[src/include/adcs_params.svh]
// constants for the converter control sequencer
// assumes inclusion by bare name from include/
`ifndef ADCS_PARAMS_SVH
`define ADCS_PARAMS_SVH
`define ADCS_ADDR_RES_HIGH 2'h0
`define ADCS_ADDR_RES_LOW 2'h1
`define ADCS_ADDR_CTRL 2'h2
`define ADCS_ADDR_SEL 2'h3
`define ADCS_CTRL_RESET 8'h00
`define ADCS_SEL_RESET 8'h00
`define ADCS_BIT_START 7
`define ADCS_BIT_BUSY 6
`define ADCS_BIT_EN 5
`define ADCS_BIT_ALIGN 4
`define ADCS_SAMPLE_PERIODS 5'h04
`define ADCS_TOTAL_PERIODS 5'h10
`define ADCS_SRC_BANDGAP 3'h1
`define ADCS_SRC_GND_LO 3'h2
`define ADCS_SRC_GND_HI 3'h4
`define ADCS_REF_SUPPLY 2'h1
`define ADCS_CHAN_COUNT 8
`endif

[src/include/adcs_pkg.sv]
// types shared by the converter control sequencer
// assumes nothing beyond a SystemVerilog compiler
package adcs_pkg;
	typedef enum logic [1:0] {
		ADCS_SRC_EXT,
		ADCS_SRC_BG,
		ADCS_SRC_GND
	} adcs_src_t;
	typedef enum logic [1:0] {
		ADCS_IDLE,
		ADCS_SAMPLE,
		ADCS_CONVERT
	} adcs_state_t;
endpackage

[src/include/adcs_tick_if.sv]
// carries the conversion clock tick between divider and sequencer
// assumes a single clock domain
`timescale 1ns/1ps
interface adcs_tick_if;
	logic [2:0] divider;
	logic run;
	logic tick;
	modport src (input divider, input run, output tick);
	modport dst (output divider, output run, input tick);
endinterface

[src/core/adcs_clkdiv.sv]
// conversion clock divider: one-cycle tick every 2^code system clocks, every 2 for code 0
// assumes a synchronous active-low reset already released cleanly
`timescale 1ns/1ps
module adcs_clkdiv #(
	parameter int DIV_W = 7
) (
	input wire logic clk,
	input wire logic rst_sync_b,
	adcs_tick_if.src tk
);
	import adcs_pkg::*;
	initial begin
		if (DIV_W < 7) $error("divider too narrow");
	end
	logic [DIV_W-1:0] cnt_reg;
	logic [DIV_W-1:0] mask;
	// code 000 reserved; treated as /2 so the sequencer never hangs
	assign mask = (tk.divider == 3'h0) ? DIV_W'(1) :
		DIV_W'((8'h01 << tk.divider) - 8'h01);
	always_ff @(posedge clk or negedge rst_sync_b) begin
		if (!rst_sync_b) begin
			cnt_reg <= '0;
		end else if (!tk.run) begin
			cnt_reg <= '0;
		end else begin
			cnt_reg <= (cnt_reg & mask) == mask ? '0 : cnt_reg + 1'b1;
		end
	end
	assign tk.tick = tk.run && ((cnt_reg & mask) == mask);
endmodule

[src/core/adcs_mux.sv]
// analog switch decode: input source, channel and reference selects
// assumes the analog core reads these as static switch controls
`timescale 1ns/1ps
`include "adcs_params.svh"
module adcs_mux (
	input wire logic [2:0] src_sel,
	input wire logic [3:0] chan_sel,
	input wire logic [1:0] ref_sel,
	output logic [7:0] chan_on,
	output logic bandgap_on,
	output logic ground_on,
	output logic ref_supply_on,
	output logic ref_pin_on
);
	import adcs_pkg::*;
	adcs_src_t src;
	always_comb begin
		if (src_sel == `ADCS_SRC_BANDGAP) begin
			src = ADCS_SRC_BG;
		end else if (src_sel >= `ADCS_SRC_GND_LO &&
			src_sel <= `ADCS_SRC_GND_HI) begin
			src = ADCS_SRC_GND;
		end else begin
			src = ADCS_SRC_EXT;
		end
	end
	always_comb begin
		chan_on = '0;
		// internal source opens every external switch
		if (src == ADCS_SRC_EXT && !chan_sel[3]) begin
			chan_on[chan_sel[2:0]] = 1'b1;
		end
	end
	assign bandgap_on = (src == ADCS_SRC_BG);
	assign ground_on = (src == ADCS_SRC_GND);
	assign ref_supply_on = (ref_sel == `ADCS_REF_SUPPLY);
	assign ref_pin_on = !ref_supply_on;
endmodule

[src/core/adcs_top.sv]
// control sequencer for a single 12-bit successive-approximation converter
// assumes a register master with one-cycle strobes and an analog core
// that shifts result bits after each conversion clock tick
//
// Design decisions made here: the register addresses and the strobed register port.
`timescale 1ns/1ps
`include "adcs_params.svh"
module adcs_top (
	input wire logic clk,
	input wire logic rst_b,
	input wire logic [1:0] reg_addr,
	input wire logic [7:0] reg_wdata,
	input wire logic reg_wr,
	input wire logic reg_rd,
	output logic [7:0] reg_rdata,
	input wire logic [11:0] core_result,
	input wire logic [7:0] pin_adc_sel,
	output logic core_power_on,
	output logic core_sample,
	output logic core_conv_tick,
	output logic [7:0] chan_on,
	output logic bandgap_on,
	output logic ground_on,
	output logic ref_supply_on,
	output logic ref_pin_on,
	output logic [7:0] pin_digital_off,
	output logic [7:0] pin_pullup_off,
	output logic conv_irq_flag,
	output logic conv_irq
);
	import adcs_pkg::*;
	// =========================================================
	// reset release
	logic rst_meta_reg;
	logic rst_sync_b;
	always_ff @(posedge clk or negedge rst_b) begin
		if (!rst_b) begin
			rst_meta_reg <= 1'b0;
			rst_sync_b <= 1'b0;
		end else begin
			rst_meta_reg <= 1'b1;
			rst_sync_b <= rst_meta_reg;
		end
	end
	// =========================================================
	// registers
	logic [7:0] ctrl_reg;
	logic [7:0] sel_reg;
	logic [7:0] res_high_reg;
	logic [7:0] res_low_reg;
	logic busy_reg;
	logic irq_flag_reg;
	adcs_state_t state_reg;
	logic [4:0] period_reg;
	logic start_fall;
	logic done;
	logic wr_ctrl;
	assign wr_ctrl = reg_wr && reg_addr == `ADCS_ADDR_CTRL;
	// fall of the start bit, seen only on a write that clears it
	assign start_fall = wr_ctrl && ctrl_reg[`ADCS_BIT_START] &&
		!reg_wdata[`ADCS_BIT_START];
	always_ff @(posedge clk or negedge rst_sync_b) begin
		if (!rst_sync_b) begin
			ctrl_reg <= `ADCS_CTRL_RESET;
		end else if (wr_ctrl) begin
			ctrl_reg <= reg_wdata; // busy bit image ignored on read
		end
	end
	always_ff @(posedge clk or negedge rst_sync_b) begin
		if (!rst_sync_b) begin
			sel_reg <= `ADCS_SEL_RESET;
		end else if (reg_wr && reg_addr == `ADCS_ADDR_SEL) begin
			sel_reg <= reg_wdata;
		end
	end
	logic enable;
	assign enable = ctrl_reg[`ADCS_BIT_EN];
	assign core_power_on = enable;
	// =========================================================
	// conversion clock
	adcs_tick_if tk ();
	assign tk.divider = sel_reg[2:0];
	assign tk.run = busy_reg;
	adcs_clkdiv #(.DIV_W(7)) u_div (
		.clk(clk),
		.rst_sync_b(rst_sync_b),
		.tk(tk)
	);
	// =========================================================
	// sequencer
	// gated by enable: an abort in the last period must raise no request
	assign done = enable && state_reg == ADCS_CONVERT && tk.tick &&
		period_reg == `ADCS_TOTAL_PERIODS - 5'h01;
	always_ff @(posedge clk or negedge rst_sync_b) begin
		if (!rst_sync_b) begin
			state_reg <= ADCS_IDLE;
			period_reg <= '0;
		end else if (!enable) begin
			state_reg <= ADCS_IDLE;
			period_reg <= '0;
		end else begin
			unique case (state_reg)
				ADCS_IDLE: begin
					// a start while busy never reaches here
					if (start_fall) begin
						state_reg <= ADCS_SAMPLE;
						period_reg <= '0;
					end
				end
				ADCS_SAMPLE: begin
					if (tk.tick) begin
						period_reg <= period_reg + 5'h01;
						if (period_reg == `ADCS_SAMPLE_PERIODS - 5'h01) begin
							state_reg <= ADCS_CONVERT;
						end
					end
				end
				ADCS_CONVERT: begin
					if (tk.tick) begin
						period_reg <= period_reg + 5'h01;
						if (done) begin
							state_reg <= ADCS_IDLE;
							period_reg <= '0;
						end
					end
				end
			endcase
		end
	end
	always_ff @(posedge clk or negedge rst_sync_b) begin
		if (!rst_sync_b) begin
			busy_reg <= 1'b0;
		end else if (!enable || done) begin
			busy_reg <= 1'b0;
		end else if (start_fall) begin
			busy_reg <= 1'b1;
		end
	end
	assign core_sample = state_reg == ADCS_SAMPLE;
	assign core_conv_tick = state_reg == ADCS_CONVERT && tk.tick;
	// =========================================================
	// result capture, loaded with the busy clear
	always_ff @(posedge clk or negedge rst_sync_b) begin
		if (!rst_sync_b) begin
			res_high_reg <= 8'h00;
			res_low_reg <= 8'h00;
		end else if (done && enable) begin
			if (ctrl_reg[`ADCS_BIT_ALIGN]) begin
				res_high_reg <= {4'h0, core_result[11:8]};
				res_low_reg <= core_result[7:0];
			end else begin
				res_high_reg <= core_result[11:4];
				res_low_reg <= {core_result[3:0], 4'h0};
			end
		end
	end
	// flag cleared by writing 0 to bit 0 of the select-free slot? no:
	// the controller owns clearing; here it clears on a read of the high result byte
	always_ff @(posedge clk or negedge rst_sync_b) begin
		if (!rst_sync_b) begin
			irq_flag_reg <= 1'b0;
		end else if (done) begin
			irq_flag_reg <= 1'b1;
		end else if (reg_rd && reg_addr == `ADCS_ADDR_RES_HIGH) begin
			irq_flag_reg <= 1'b0;
		end
	end
	logic irq_reg;
	always_ff @(posedge clk or negedge rst_sync_b) begin
		if (!rst_sync_b) begin
			irq_reg <= 1'b0;
		end else begin
			irq_reg <= done;
		end
	end
	assign conv_irq = irq_reg;
	assign conv_irq_flag = irq_flag_reg;
	// =========================================================
	// analog switches and pins
	adcs_mux u_mux (
		.src_sel(sel_reg[7:5]),
		.chan_sel(ctrl_reg[3:0]),
		.ref_sel(sel_reg[4:3]),
		.chan_on(chan_on),
		.bandgap_on(bandgap_on),
		.ground_on(ground_on),
		.ref_supply_on(ref_supply_on),
		.ref_pin_on(ref_pin_on)
	);
	assign pin_digital_off = pin_adc_sel;
	assign pin_pullup_off = pin_adc_sel;
	// =========================================================
	// read port
	always_ff @(posedge clk or negedge rst_sync_b) begin
		if (!rst_sync_b) begin
			reg_rdata <= 8'h00;
		end else if (reg_rd) begin
			unique case (reg_addr)
				`ADCS_ADDR_RES_HIGH: reg_rdata <= res_high_reg;
				`ADCS_ADDR_RES_LOW: reg_rdata <= res_low_reg;
				`ADCS_ADDR_CTRL: reg_rdata <= {ctrl_reg[7], busy_reg,
					ctrl_reg[5:0]};
				`ADCS_ADDR_SEL: reg_rdata <= sel_reg;
			endcase
		end else begin
			reg_rdata <= 8'h00;
		end
	end
endmodule

[config.mk]
export PLATFORM = sky130hd
export DESIGN_NAME = adcs_top
export DESIGN_NICKNAME = d
export VERILOG_FILES = /design/src/include/adcs_pkg.sv /design/src/include/adcs_tick_if.sv /design/src/core/adcs_clkdiv.sv /design/src/core/adcs_mux.sv /design/src/core/adcs_top.sv
export VERILOG_INCLUDE_DIRS = /design/src /design/src/include
export SDC_FILE = /design/constraint.sdc
export NUM_CORES = 1
export LEC_CHECK = 0
export BUFFER_PORTS_ARGS = -buffer_cell sky130_fd_sc_hd__buf_2
export CORE_MARGIN = 2
export CORE_UTILIZATION = 50
export DETAILED_ROUTE_END_ITERATION = 8
export GPL_TIMING_DRIVEN = 0
export PLACE_DENSITY = 0.74
export SYNTH_ARGS = -nofsm -noshare
export SYNTH_HDL_FRONTEND = slang
export SYNTH_HIERARCHICAL = 1
export SYNTH_SLANG_ARGS = --single-unit
[constraint.sdc]
create_clock -name clk -period 5.3 [get_ports clk]
set_clock_uncertainty 0.15 [all_clocks]
set_input_delay 0.795 -clock clk [delete_from_list [all_inputs] [get_ports clk]]
set_output_delay 0.795 -clock clk [all_outputs]
set_load 0.005 [all_outputs]
# Word level (Yosys, flattened, before mapping)
# Index checks and enable logic that the tools add are counted.
# word_totals
register_bits	59
latchBits	0
ram_bits	0
romBits	0
in_bits	34
out_inout_bits	41
word_cells	95
memories	0
# classes
addsub	3
multipliers	0
div_mod_pow	0
n_lt_le_gt_ge	4
eq_ne	17
shifts	1
mux	29
bitwise_logic	1
n_reduce_logical	27
# op_table
cell	n
$mux W8	4
$pmux W8 S4	1
$mux W5	5
$mux W7	3
$mux W2	8
$pmux W5 S3	1
$logic_and A1 B1 Y1	14
$ne A3 B3 Y1 const B	3
$eq A2 B1 Y1 const B	4
$eq A2 B2 Y1 const B	4
$add A7 B1 Y7 const B	1
$and A7 B7 Y7	1
$eq A7 B7 Y1	1
$shl A1 B3 Y7 const A	1
$sub A7 B1 Y7 const B	1
$logic_not A2 Y1	3
$ne A3 B2 Y1 const B	2
$pmux W2 S3	1
$add A5 B1 Y5 const B	1
$eq A5 B2 Y1 const B	1
$eq A5 B4 Y1 const B	1
$mux W1	5
$reduce_and A5 Y1	1
$logic_not A1 Y1	4
other kinds (10)	11

# Logic depth before layout (Yosys ltp)
# Gate-level depths: netlist (run 1).
# logic_depth
ltp_word	12
ltp_mapped	8
mapped_depth_nobuf	8

# Modules after synthesis
# Netlist (run 1), hierarchy kept.
# by_module_without_submodules
module	instances	cells_each	area_per_inst_um2	seq_area_each_um2
adcs_top	1	213	2552.4	1276.2
adcs_clkdiv	1	40	391.6	175.2
adcs_mux	1	21	157.7	0.0

# Worst setup path after synthesis (run 1)
# OpenSTA, ideal clock, no wires.
# synth_path
kind	reg-to-output
from	reg sel_reg[6]
to	out chan_on[1]
arrival_ns	1.356
required_ns	4.355
slack_ns	2.999
path_stages_with_launch	4
n_path_buf	1
cell_sequence	dfrtp_1 > or3_1 > buf_6 > a2111oi_1
# synth_via
elab_chain_len	7
word_cells_on_any_way	9
classes_between	2 x order compare; 1 x eq/ne; 3 x mux; 3 x reduce/logical
# synth_rtl
element	line_no	source
from (decl)	adcs_top.sv:48	logic [7:0] sel_reg;
from (signal assigned)	adcs_top.sv:71	sel_reg <= `ADCS_SEL_RESET;
from (signal assigned)	adcs_top.sv:73	sel_reg <= reg_wdata;
$ge A3 B2 Y1 (no source line) or $le A3 B3 Y1 (tied branches)	n/a	
$logic_and A1 B1 Y1 (no source line)	n/a	
$mux W2	adcs_mux.sv:20	end else if (src_sel >= `ADCS_SRC_GND_LO &&
$mux W2 *	adcs_mux.sv:18	if (src_sel == `ADCS_SRC_BANDGAP) begin
$logic_not A2 Y1 *	adcs_mux.sv:30	if (src == ADCS_SRC_EXT && !chan_sel[3]) begin
$logic_and A1 B1 Y1 *	adcs_mux.sv:30	
$mux W8 *	adcs_mux.sv:30	
to (decl)	adcs_top.sv:21	output logic [7:0] chan_on,
# Mark *: on every way between the ends. The rest lies on a longest branch, timed or not.

# Worst setup path after layout (run 1)
# layout_path
from	reg u_div.cnt_reg[2]
to	out core_conv_tick
# layout_via
elab_chain_len	4
# layout_rtl
element	line_no	source
from (decl)	adcs_clkdiv.sv:15	logic [DIV_W-1:0] cnt_reg;
from (signal assigned)	adcs_clkdiv.sv:26	cnt_reg <= (cnt_reg & mask) == mask ? '0 : cnt_reg + 1'b1;
$and A7 B7 Y7	adcs_clkdiv.sv:29	assign tk.tick = tk.run && ((cnt_reg & mask) == mask);
$eq A7 B7 Y1	adcs_clkdiv.sv:29	
$logic_and A1 B1 Y1	adcs_clkdiv.sv:29	
via tk.tick	adcs_tick_if.sv:7	logic tick;
$logic_and A1 B1 Y1	adcs_top.sv:140	assign core_conv_tick = state_reg == ADCS_CONVERT && tk.tick;
to (decl)	adcs_top.sv:20	output logic core_conv_tick,
# The timed path passes the listed nets, and every way through them passes these cells.

==> results by group, run 1 <==
Run status
  – Run status: finished, final reports clean

Timing
  – Worst slew pin tran: just under 700 ps
  – Minimum clock period after layout: 2860 ps
  – Fmax: 349 MHz
  – Post-route worst setup slack: 2440 ps
  – Slew headroom: 0.541
  – Endpoints failing hold: 0
  – Total setup violations reported at the end of the flow: 0
  – Fraction of the cycle the final worst path needs: 0.540
  – Pins Over Slew Limit: 0
  – Final sum of negative setup slack: 0 ps
  – RSZ-0062 raised after global routing: no

Placement
  – Port Buffers: 66
  – Global placer's final weighted congestion: a little under 0.8
  – Placed inst area: ~3500 um2
  – Total placed cells including tap cells: 416
  – Post-Place Worst Slack: around 2800 ps
  – HPWL after detailed placement: 4.81 mm

Floorplan
  – Core area: approximately 6000 um2
  – Number of placement rows: 28
  – Floorplan die area: between 6000 and 7000 um2
  – Effective utilization at floorplan: 0.521
  – Top-level I/O count: 75
  – Overall die width: approximately 83 um
  – Die Y-Extent: about 83 um

Clocking
  – Sink Count: 58
  – Post-cts repair resize count: 0
  – Total number of H-tree levels: 3
  – Clock buffer depth: 2
  – Clock network latency to the later pin of the worst-skew pair: between 300 and 400 ps
  – Hold-fix buffers, CTS: 0
  – Number of clock buffers inserted by TritonCTS: 9
  – Post-CTS Setup Repair Bufs: 0
  – Root Driver: sky130_fd_sc_hd__clkbuf_8
  – CTS tree: built
  – Clock edge transition at the registers on the reported setup and hold paths: approximately 70 ps

Power
  – Fraction of power consumed by combinational cells: 0.181
  – Sw Pwr: 0.297 mW
  – Leakage power summed over all cells: 1.77 nW
  – Relative contribution of the clock network to total power: 0.342
  – Switching part of the total power: 0.279
  – Highest ir drop seen on vdd: about 0.19 mV
  – Internal power component: a little under 0.8 mW
  – Sequential share of power: 0.477
  – Pwr Density: roughly 290 nW/um2

Drt
  – Pre-Repair DR Iteration Count: 4
  – Average wire per standard cell: ~15 um
  – Antenna viol nets, final: 0
  – # DRC: 0
  – Vias per cell: ~5.4
  – Detailed router's first-iteration violation count: 145
  – Vias: approximately 2300
  – Routed Wire Length: about 6.5 mm

GRT
  – First-pass GRT wire length: between 10 and 15 mm
  – Remaining Overflow, GRT: 0
  – Pin count of the biggest net entering global routing: 31
  – Antenna violations before repair: 0
  – Global-route usage over all layers: 0.220
  – Via count of the first global-routing pass: ~2300

Setup path
  – Startpoint Class: flip-flop
  – Crit path required time: 4360 ps
  – Arr. time, crit path: around 1900 ps
  – Reg2Reg Setup Slack: between 2000 and 3000 ps
  – Endpoint of the lowest-slack register-to-register path: res_low_reg[6]
  – Reg-to-reg startpoint: u_div/cnt_reg[2]
  – Path type of the worst setup path: flip-flop to output port
  – Critical-path maximum fanout: 7
  – Length in cells of the worst reg-to-reg path: 7
  – Kind of end point of the critical path: output port

Cells and area
  – Layout overhead on the synthesized area: 20.0%
  – Total number of nets in the final design: roughly 390
  – Antenna diodes: 0
  – Count of placed standard cells in the final layout, fillers left out: between 400 and 500
  – Final-layout fill cell count: about 500
  – Fraction of final layout cells sized beyond drive strength 1: 0.401
  – Post-route cell area: 3720 um2
  – End-of-flow core utilization: 0.625

Synth
  – Post-synthesis async set-or-reset flop share: 1.00
  – Library cells used by synthesis: 47
  – Number of nets in the synthesized netlist: ~310
  – Sequential share of the synthesized area: 0.468
  – Top FF cell, synth: sky130_fd_sc_hd__dfrtp_1
  – Number of synthesized register bits: 58
  – Number of enable flip-flop cells after synthesis: 0
  – Number of synthesis warnings: 6
  – Post-synthesis cell area: between 3000 and 4000 um2
  – Mean Syn Cell Area: ~11 um2
  – Cells after synthesis: 274

Flow run
  – Max_cap viols: 0

Hold path
  – Kind of path behind the tightest hold check: primary input to async pin
==> per-stage QoR <==
stage	hold slack, ps	power (mW)
3_5_place_dp	188	0.711
6_report	75.5	1.07
5_1_grt	59.6	1.12
3_3_place_gp	193	0.704
2_1_floorplan	181	0.639
4_1_cts	64.3	1.07
==> power groups by stage <==
stage	Combinational [mW]	Sequential (mW)	Clock, mW
after global placement	0.185	0.519	0
after detailed placement	0.194	0.517	0
after floorplan	0.131	0.508	0
after CTS	0.195	0.509	0.369
after global routing	0.214	0.515	0.390
final	0.193	0.509	0.365
==> worst max path at each step <==
stage                     startpoint          endpoint  slack [ps]  cells after the start
finish              u_div/cnt_reg[2]    core_conv_tick        2440                      5
global route              sel_reg[0]    core_conv_tick        2330                      6
CTS                 u_div/cnt_reg[2]    core_conv_tick        2430                      5
detailed placement  u_div/cnt_reg[2]    core_conv_tick        2800                      5
global placement          rst_sync_b  u_div/cnt_reg[4]        2750                      0
floorplan                 sel_reg[6]        chan_on[1]        3000                      3
==> worst max-delay path, stage by stage, from the launching register on <==
cell and delay, ps:
sky130_fd_sc_hd__dfrtp_1 460, sky130_fd_sc_hd__o211ai_1 140, sky130_fd_sc_hd__o21ai_2 340, sky130_fd_sc_hd__and3_1 360, sky130_fd_sc_hd__and2_1 170, sky130_fd_sc_hd__buf_2 110
==> synth_stat cells (all sizes together), types with 3 or more instances <==
master / instances / share of area
nor2: 8 / 0.0097
a211oi: 8 / 0.021
mux4: 8 / 0.058
and2: 9 / 0.018
nand2b: 13 / 0.026
ha: 6 / 0.024
mux2i: 12 / 0.039
nand2: 33 / 0.040
a2111oi: 6 / 0.028
o21ai: 20 / 0.036
nand3: 9 / 0.018
dfrtp: 58 / 0.47
xnor2: 3 / 0.0085
mux2: 16 / 0.058
buf: 22 / 0.052
clkbuf: 3 / 0.0036
a21oi: 4 / 0.0077
inv: 12 / 0.015
==> placed cells by master, fill, tap and decap left out, drive strengths merged, types with 9 or more instances in the layout <==
cell type,netlist,routed
buf,22,89
mux2i,12,12
nand2,33,33
and2,9,9
nand2b,13,13
nand3,9,9
inv,12,12
clkbuf,3,17
o21ai,20,20
dfrtp,58,58
mux2,16,16
==> final cells by class <==
type	instances	area [um2]	area share
clock inverters	2	12.5	0.00336
repair buffers	67	350	0.0941
inverters	12	45.0	0.0121
flip-flops and latches	58	1450	0.390
well taps	75	93.8	0.0252
plain buffers	25	173	0.0464
clock buffers	14	163	0.0437
multi-input cells	179	1430	0.385
==> cell families after synthesis <==
| group | after synthesis | share of synthesized area |
|---|---|---|
| multiplexers | 36 | 0.155 |
| adder cells (fa/ha/maj) | 6 | 0.0242 |
| other | 1 | 0.00121 |
| buffers and inverters | 37 | 0.0702 |
| XOR/XNOR | 5 | 0.0141 |
| AO/OA/AOI/OAI | 48 | 0.128 |
| flip-flops | 58 | 0.468 |
| AND/OR/NAND/NOR | 83 | 0.140 |
==> per-layer routing <==
metal,wire length [um],part of all wire,track usage
met4,155,0.024,0.118
met3,333,0.051,0.0478
met2,3080,0.48,0.344
met1,2910,0.45,0.285
met5,0,0,0
Note: power is estimated with default switching activity, not from simulation.
==> run 2: changes to the inputs <==
--- a/config.mk
+++ b/config.mk
@@ -6,12 +6,13 @@
 export SDC_FILE = /design/constraint.sdc
 export NUM_CORES = 1
 export LEC_CHECK = 0
+export ABC_AREA = 1
 export BUFFER_PORTS_ARGS = -buffer_cell sky130_fd_sc_hd__buf_2
 export CORE_MARGIN = 2
-export CORE_UTILIZATION = 50
+export CORE_UTILIZATION = 48
 export DETAILED_ROUTE_END_ITERATION = 8
 export GPL_TIMING_DRIVEN = 0
-export PLACE_DENSITY = 0.74
+export PLACE_DENSITY = 0.75
 export SYNTH_ARGS = -nofsm -noshare
 export SYNTH_HDL_FRONTEND = slang
 export SYNTH_HIERARCHICAL = 1
==> constraint.sdc (replaced) <==
create_clock -name clk -period 2.6 [get_ports clk]
set_clock_uncertainty 0.15 [all_clocks]
set_input_delay 0.39 -clock clk [delete_from_list [all_inputs] [get_ports clk]]
set_output_delay 0.39 -clock clk [all_outputs]
set_load 0.005 [all_outputs]
==> run 2 against run 1 <==
  * Wire length is 6.7% higher
  * Final cell count is 25% higher
  * Register-to-register slack worse by 2300 ps
  * Final area is 0.64% lower
  * Area after synthesis is 2.5% lower
==> results by group, run 2 <==
Timing
  – Fmax: approximately 450 MHz
  – Worst slew pin tran: 572 ps (-116 ps)
  – Total setup violations reported at the end of the flow: 0 (unchanged)
  – Fraction of the cycle the final worst path needs: 0.849
  – RSZ-0062 raised after global routing: no
  – Final sum of negative setup slack: 0 ps (unchanged)
  – Minimum clock period after layout: between 2000 and 2500 ps
  – Slew headroom: 0.619 (+0.0776)
  – Endpoints failing hold: 0 (unchanged)
  – Pins Over Slew Limit: 0 (unchanged)

Setup path
  – Number of buffers and inverters on the critical path: 2 (+1)
  – Crit path required time: 2060 ps (-2300 ps)
  – Kind of end point of the critical path: output port
  – Arr. time, crit path: 1670 ps (-250 ps)
  – Most common cell on crit path: sky130_fd_sc_hd__nor2_1
  – Critical-path maximum fanout: 8 (+1)
  – Cell family with the largest share of critical-path delay: simple AND/OR/NAND/NOR gates
  – Path type of the worst setup path: flip-flop to output port
  – Slowest CP cell: sky130_fd_sc_hd__dfrtp_1
  – Startpoint Class: flip-flop
  – Peak per-stage delay on the critical path: 470 ps (about the same)
  – Series of cell instances along the critical path: nor2_1 > o21ai_0 > nor2_1 > nand2_2 > nor2_1 > nand2_1 > inv_1 > buf_2

Power
  – Leakage power summed over all cells: 1.92 nW (+8.0%)
  – Pwr Density: 671 nW/um2 (+130%)
  – Highest ir drop seen on vdd: 0.397 mV (+110%)

Synth
  – Fraction of synthesized cell area taken by the top area cell type: 0.480 (+0.0120)
  – Number of synthesis warnings: 6 (unchanged)
  – Cell types occupying the most area after synthesis: sky130_fd_sc_hd__dfrtp_1 48%, sky130_fd_sc_hd__nand2_1 13%, sky130_fd_sc_hd__nor2_1 5.6%
  – Top cell types by occurrence after synthesis: 102 x sky130_fd_sc_hd__nand2_1, 58 x sky130_fd_sc_hd__dfrtp_1, 45 x sky130_fd_sc_hd__nor2_1
  – Number of enable flip-flop cells after synthesis: 0 (unchanged)
  – Number of nets in the synthesized netlist: 422 (+34%)
  – Post-synthesis cell area: 3020 um2 (-2.5%)
  – Library cells used by synthesis: 31 (-34%)
  – Number of synthesized register bits: 58 (unchanged)
  – Sequential share of the synthesized area: 0.480 (+0.0120)
  – Cells after synthesis: 382 (+39%)
  – Top FF cell, synth: sky130_fd_sc_hd__dfrtp_1
  – Mean Syn Cell Area: 7.92 um2 (-30%)
  – Area leader, netlist: sky130_fd_sc_hd__dfrtp_1
  – Post-synthesis async set-or-reset flop share: 1.00 (unchanged)
  – Most frequently used cell type in the post-synthesis netlist: sky130_fd_sc_hd__nand2_1

Clocking
  – Total number of H-tree levels: 3 (unchanged)
  – Clock buffer depth: 2 (unchanged)
  – Root Driver: sky130_fd_sc_hd__clkbuf_8
  – Clock edge transition at the registers on the reported setup and hold paths: 70 ps (about the same)
  – Clock network latency to the later pin of the worst-skew pair: 340 ps (about the same)
  – Sink Count: 58 (unchanged)
  – Number of clock buffers inserted by TritonCTS: 9 (unchanged)
  – CTS tree: built

Floorplan
  – Overall die width: 83.4 um (+0.74%)
  – Number of placement rows: 28 (unchanged)
  – Die Y-Extent: 83.4 um (+0.74%)
  – Floorplan die area: 6950 um2 (+1.5%)
  – Effective utilization at floorplan: 0.505 (-0.0160)
  – Top-level I/O count: 75 (unchanged)
  – Core area: 5990 um2 (+0.59%)

Placement
  – Port Buffers: 66 (unchanged)
  – Global placer's final weighted congestion: 0.847 (+8.4%)
  – Total placed cells including tap cells: 524 (+26%)
  – HPWL after detailed placement: 5.17 mm (+7.4%)

Run status
  – Run status: finished, final reports clean

GRT
  – Via count of the first global-routing pass: 2532 (+9.8%)
  – Antenna violations before repair: 0 (unchanged)
  – Remaining Overflow, GRT: 0 (unchanged)
  – First-pass GRT wire length: 11.4 mm (+4.6%)
  – Pin count of the biggest net entering global routing: 33 (+6.5%)
  – Global-route usage over all layers: 0.205 (-0.0146)

Drt
  – # DRC: 0 (unchanged)
  – Average wire per standard cell: 12.8 um (-15%)
  – Vias per cell: 5.07 (-5.4%)
  – Detailed router's first-iteration violation count: 90 (-38%)
  – Antenna viol nets, final: 0 (unchanged)
  – Pre-Repair DR Iteration Count: 5 (+1)
  – Routed Wire Length: 6.92 mm (+6.7%)
  – Vias: 2741 (+18%)

Cells and area
  – Fraction of final layout cells sized beyond drive strength 1: 0.264 (-0.137)
  – Antenna diodes: 0 (unchanged)
  – Commonest cells after routing, fill and taps aside: 102 x sky130_fd_sc_hd__nand2_1, 68 x sky130_fd_sc_hd__buf_2, 57 x sky130_fd_sc_hd__dfrtp_1
  – Layout overhead on the synthesized area: 22.3%
  – Total number of nets in the final design: 501 (+28%)
  – Most common library cell in the layout ignoring fill and taps: sky130_fd_sc_hd__nand2_1
  – Count of placed standard cells in the final layout, fillers left out: 541 (+25%)

Hold path
  – Kind of path behind the tightest hold check: flip-flop to async pin

Flow run
  – Max_cap viols: 0 (unchanged)
==> run 2: worst paths after layout <==
check	depth (start not counted)	to	slack, ps	from
setup / recovery	8	core_conv_tick	390	sel_reg[2]
hold / removal	0	ctrl_reg[3]	120	rst_sync_b
setup reg to reg	10	period_reg[1]	550	sel_reg[2]
hold reg to reg	0	ctrl_reg[3]	120	rst_sync_b
max in group asynchronous	1	period_reg[0]	1610	rst_sync_b
min in group clk	2	sel_reg[6]	130	reg_wdata[6]
==> run 2: stage by stage <==
step	total power, mW	util	area (um2)	setup slack [ps]	hold WS [ps]
after CTS	2.50	0.617	3700	370	123
after floorplan	1.40	-	3020	716	-55.6
after global placement	1.56	0.576	3450	82.8	24.6
after detailed placement	1.58	0.579	3470	545	26.5
after global routing	2.61	0.617	3700	266	129
final	2.48	0.617	3700	393	116
==> run 2: metal layers <==
layer	track usage	vias to the layer above	wire length [um]
met2	0.336	91	3430
met4	0.0626	0	62
met5	0	-	0
met3	0.0606	9	499
met1	0.262	1281	2920
li1	-	1360	-
==> run 2: timing repair <==
item / CTS / global route
setup buffers: 0 / 0
resized for setup: 0 / 0
hold buffers: 1 / 0
hold endpoints to repair: 2 / 0
==> run 2: layout make-up <==
class / count / area (um2)
Buffer: 24 / 168
Clock buffer: 11 / 141
Clock inverter: 5 / 77.6
Fill cell: 529 / 2290
Inverter: 43 / 161
Multi-Input combinational cell: 257 / 1240
Sequential cell: 58 / 1450
Tap cell: 75 / 93.8
Timing Repair Buffer: 68 / 360
==> run 2: cells by family (layout without fill, tap and decap cells) <==
family / Yosys count / after routing / synth area share
AND/OR/NAND/NOR: 181 / 181 / 0.252
buffers and inverters: 67 / 151 / 0.109
AO/OA/AOI/OAI: 63 / 63 / 0.114
flip-flops: 58 / 58 / 0.480
adder cells (fa/ha/maj): 6 / 6 / 0.0248
XOR/XNOR: 5 / 5 / 0.0145
other: 1 / 1 / 0.00124
multiplexers: 1 / 1 / 0.00496
==> run 2: power by group <==
part / internal, mW / switching, mW / total [mW]
clock network: 0.562 / 0.354 / 0.916
registers: 0.967 / 0.0791 / 1.05
logic: 0.205 / 0.314 / 0.519
==> run 3: changes to the inputs <==
--- a/config.mk
+++ b/config.mk
@@ -9,7 +9,7 @@
 export ABC_AREA = 1
 export BUFFER_PORTS_ARGS = -buffer_cell sky130_fd_sc_hd__buf_2
 export CORE_MARGIN = 2
-export CORE_UTILIZATION = 48
+export CORE_UTILIZATION = 50
 export DETAILED_ROUTE_END_ITERATION = 8
 export GPL_TIMING_DRIVEN = 0
 export PLACE_DENSITY = 0.75
==> constraint.sdc (replaced) <==
create_clock -name clk -period 2.1 [get_ports clk]
set_clock_uncertainty 0.15 [all_clocks]
set_input_delay 0.315 -clock clk [delete_from_list [all_inputs] [get_ports clk]]
set_output_delay 0.315 -clock clk [all_outputs]
set_load 0.005 [all_outputs]
==> run 3 against run 2 <==
  * Register-to-register slack worse by 470 ps
  * Via count is 0.80% higher
  * Final area is 1.7% higher
  * First-iteration DRC count is 81% higher
  * Setup slack worse by 380 ps
  * Sequential power is 23% higher
  * Wire length is 2.9% higher
  * Global-route usage is 2.6 points higher
  * Combinational power is 28% higher
  * Critical endpoint unchanged
==> results by group, run 3 (same netlist as run 2, synthesis figures left out) <==
Placement
  – Post-Place Worst Slack: 0.824 ps (-544 ps)
  – Port Buffers: 66 (unchanged)
  – Total placed cells including tap cells: 524 (unchanged)
  – Placed inst area: 3470 um2 (unchanged)
  – HPWL after detailed placement: 5.27 mm (+1.9%)
  – Global placer's final weighted congestion: 0.823 (-2.9%)

Floorplan
  – Die Y-Extent: 81.8 um (-1.9%)
  – Floorplan die area: 6690 um2 (-3.8%)
  – Number of placement rows: 28 (unchanged)
  – Overall die width: 81.8 um (-1.9%)
  – Core area: 5890 um2 (-1.8%)
  – Effective utilization at floorplan: 0.514 (+0.00901)
  – Top-level I/O count: 75 (unchanged)

Timing
  – Total setup violations reported at the end of the flow: 0 (unchanged)
  – Minimum clock period after layout: roughly 2100 ps
  – Fraction of the cycle the final worst path needs: 0.994
  – Pins Over Slew Limit: 0 (unchanged)
  – RSZ-0062 raised after global routing: yes
  – Final sum of negative setup slack: 0 ps (unchanged)
  – Fmax: approximately 480 MHz
  – Hold_ws: 64.0 ps (-52.2 ps)
  – Worst slew pin tran: 627 ps (+54.7 ps)
  – Post-route worst setup slack: 12.8 ps (-381 ps)
  – Slew headroom: 0.582 (-0.0364)
  – Endpoints failing hold: 0 (unchanged)

Cells and area
  – Commonest cells after routing, fill and taps aside: 101 x sky130_fd_sc_hd__nand2_1, 68 x sky130_fd_sc_hd__buf_2, 55 x sky130_fd_sc_hd__dfrtp_1
  – Antenna diodes: 0 (unchanged)
  – Total number of nets in the final design: 504 (+0.60%)
  – Count of placed standard cells in the final layout, fillers left out: 544 (+0.55%)
  – Layout overhead on the synthesized area: 24.4%
  – Post-route cell area: 3760 um2 (+1.7%)
  – End-of-flow core utilization: 0.639 (+0.0217)
  – Final-layout fill cell count: 513 (-3.0%)
  – Fraction of final layout cells sized beyond drive strength 1: 0.277 (+0.0132)
  – Most common library cell in the layout ignoring fill and taps: sky130_fd_sc_hd__nand2_1

GRT
  – Remaining Overflow, GRT: 0 (unchanged)
  – First-pass GRT wire length: 11.6 mm (+1.8%)
  – Via count of the first global-routing pass: 2579 (+1.9%)
  – Antenna violations before repair: 0 (unchanged)
  – Pin count of the biggest net entering global routing: 30 (-9.1%)
  – Global-route usage over all layers: 0.231 (+0.0256)

Clocking
  – CTS tree: built
  – Number of clock buffers inserted by TritonCTS: 9 (unchanged)
  – Total number of H-tree levels: 3 (unchanged)
  – Root Driver: sky130_fd_sc_hd__clkbuf_8
  – Clock network latency to the later pin of the worst-skew pair: 340 ps (about the same)
  – Clock buffer depth: 2 (unchanged)
  – Sink Count: 58 (unchanged)
  – Clock edge transition at the registers on the reported setup and hold paths: 70 ps (about the same)

Hold path
  – Kind of path behind the tightest hold check: primary input to flip-flop

Setup path
  – Startpoint Class: flip-flop
  – Reg2Reg Setup Slack: 80 ps (-470 ps)
  – Kind of end point of the critical path: output port
  – Critical-path maximum fanout: 5 (-3)
  – Crit path required time: 1630 ps (-430 ps)
  – Path type of the worst setup path: flip-flop to output port
  – Arr. time, crit path: 1620 ps (-50 ps)

Drt
  – Detailed router's first-iteration violation count: 163 (+81%)
  – Vias: 2763 (+0.80%)
  – Antenna viol nets, final: 0 (unchanged)
  – Average wire per standard cell: 13.1 um (+2.3%)
  – Vias per cell: 5.08 (+0.25%)
  – # DRC: 0 (unchanged)
  – Pre-Repair DR Iteration Count: 4 (-1)
  – Routed Wire Length: 7.12 mm (+2.9%)

Power
  – Pwr Density: 856 nW/um2 (+28%)
  – Leakage power summed over all cells: 1.94 nW (+1.2%)
  – Highest ir drop seen on vdd: 0.471 mV (+19%)
  – Overall power after layout: 3.22 mW (+30%)

Run status
  – Run status: finished, final reports clean

Flow run
  – Max_cap viols: 0 (unchanged)
==> run 3: cell types whose count changed in the layout (fill, tap and decap cells not counted), moves of 2 or more <==
| cell | change |
|---|---|
| sky130_fd_sc_hd__buf_4 | +3 |
| sky130_fd_sc_hd__clkinv_2 | -2 |
| sky130_fd_sc_hd__dfrtp_1 | -2 |
| sky130_fd_sc_hd__dfrtp_2 | +2 |
| sky130_fd_sc_hd__nor2_1 | -2 |
==> run 3: critical path, stage by stage (launching register included) <==
cell and delay, ps:
sky130_fd_sc_hd__dfrtp_1 440, sky130_fd_sc_hd__nand2_1 100, sky130_fd_sc_hd__nand2_1 60, sky130_fd_sc_hd__nand2_1 60
sky130_fd_sc_hd__nand2_1 50, sky130_fd_sc_hd__nor2_1 130, sky130_fd_sc_hd__nand2_2 100, sky130_fd_sc_hd__nor2_4 140
sky130_fd_sc_hd__nand2_1 70, sky130_fd_sc_hd__inv_1 50, sky130_fd_sc_hd__buf_2 100
==> run 3: final timing paths <==
check / cells after the start / startpoint / to
setup / recovery: 10 / sel_reg[0] / core_conv_tick
max in group asynchronous: 1 / rst_sync_b / period_reg[0]
setup reg to reg: 13 / sel_reg[0] / period_reg[2]
hold reg to reg: 0 / rst_sync_b / ctrl_reg[3]
min in group asynchronous: 2 / rst_b / rst_sync_b
hold / removal: 2 / reg_wdata[6] / sel_reg[6]
==> run 3: what timing repair did <==
item,in CTS,in global routing
gates resized for setup,4,3
setup endpoints to repair,4,20
hold buffers,1,0
buffers inserted,0,3
pin swaps,0,1
endpoints found under the hold margin,2,0
==> run 3: metal layers <==
metal	up-vias	share of wire	GRT usage
li1	1373	-	-
met1	1283	0.44	0.297
met2	88	0.50	0.383
met3	19	0.044	0.0418
met4	0	0.020	0.0950
met5	-	0	0
==> run 3: where the power goes <==
group          switching [mW]  leakage (nW)  internal, mW  total [mW]
Sequential             0.0967         0.685          1.20        1.29
Clock                   0.438         0.121         0.824        1.26
Combinational           0.400          1.13         0.263       0.664
==> run 3: final cells by class <==
type | instances | area, um2 | share of cell area
Tap cell | 75 | 93.8 | 0.0250
Clock buffer | 12 | 145 | 0.0386
Buffer | 24 | 168 | 0.0446
Clock inverter | 4 | 98.8 | 0.0263
Multi-Input combinational cell | 257 | 1260 | 0.334
Timing Repair Buffer | 71 | 383 | 0.102
Sequential cell | 58 | 1460 | 0.387
Inverter | 43 | 161 | 0.0429
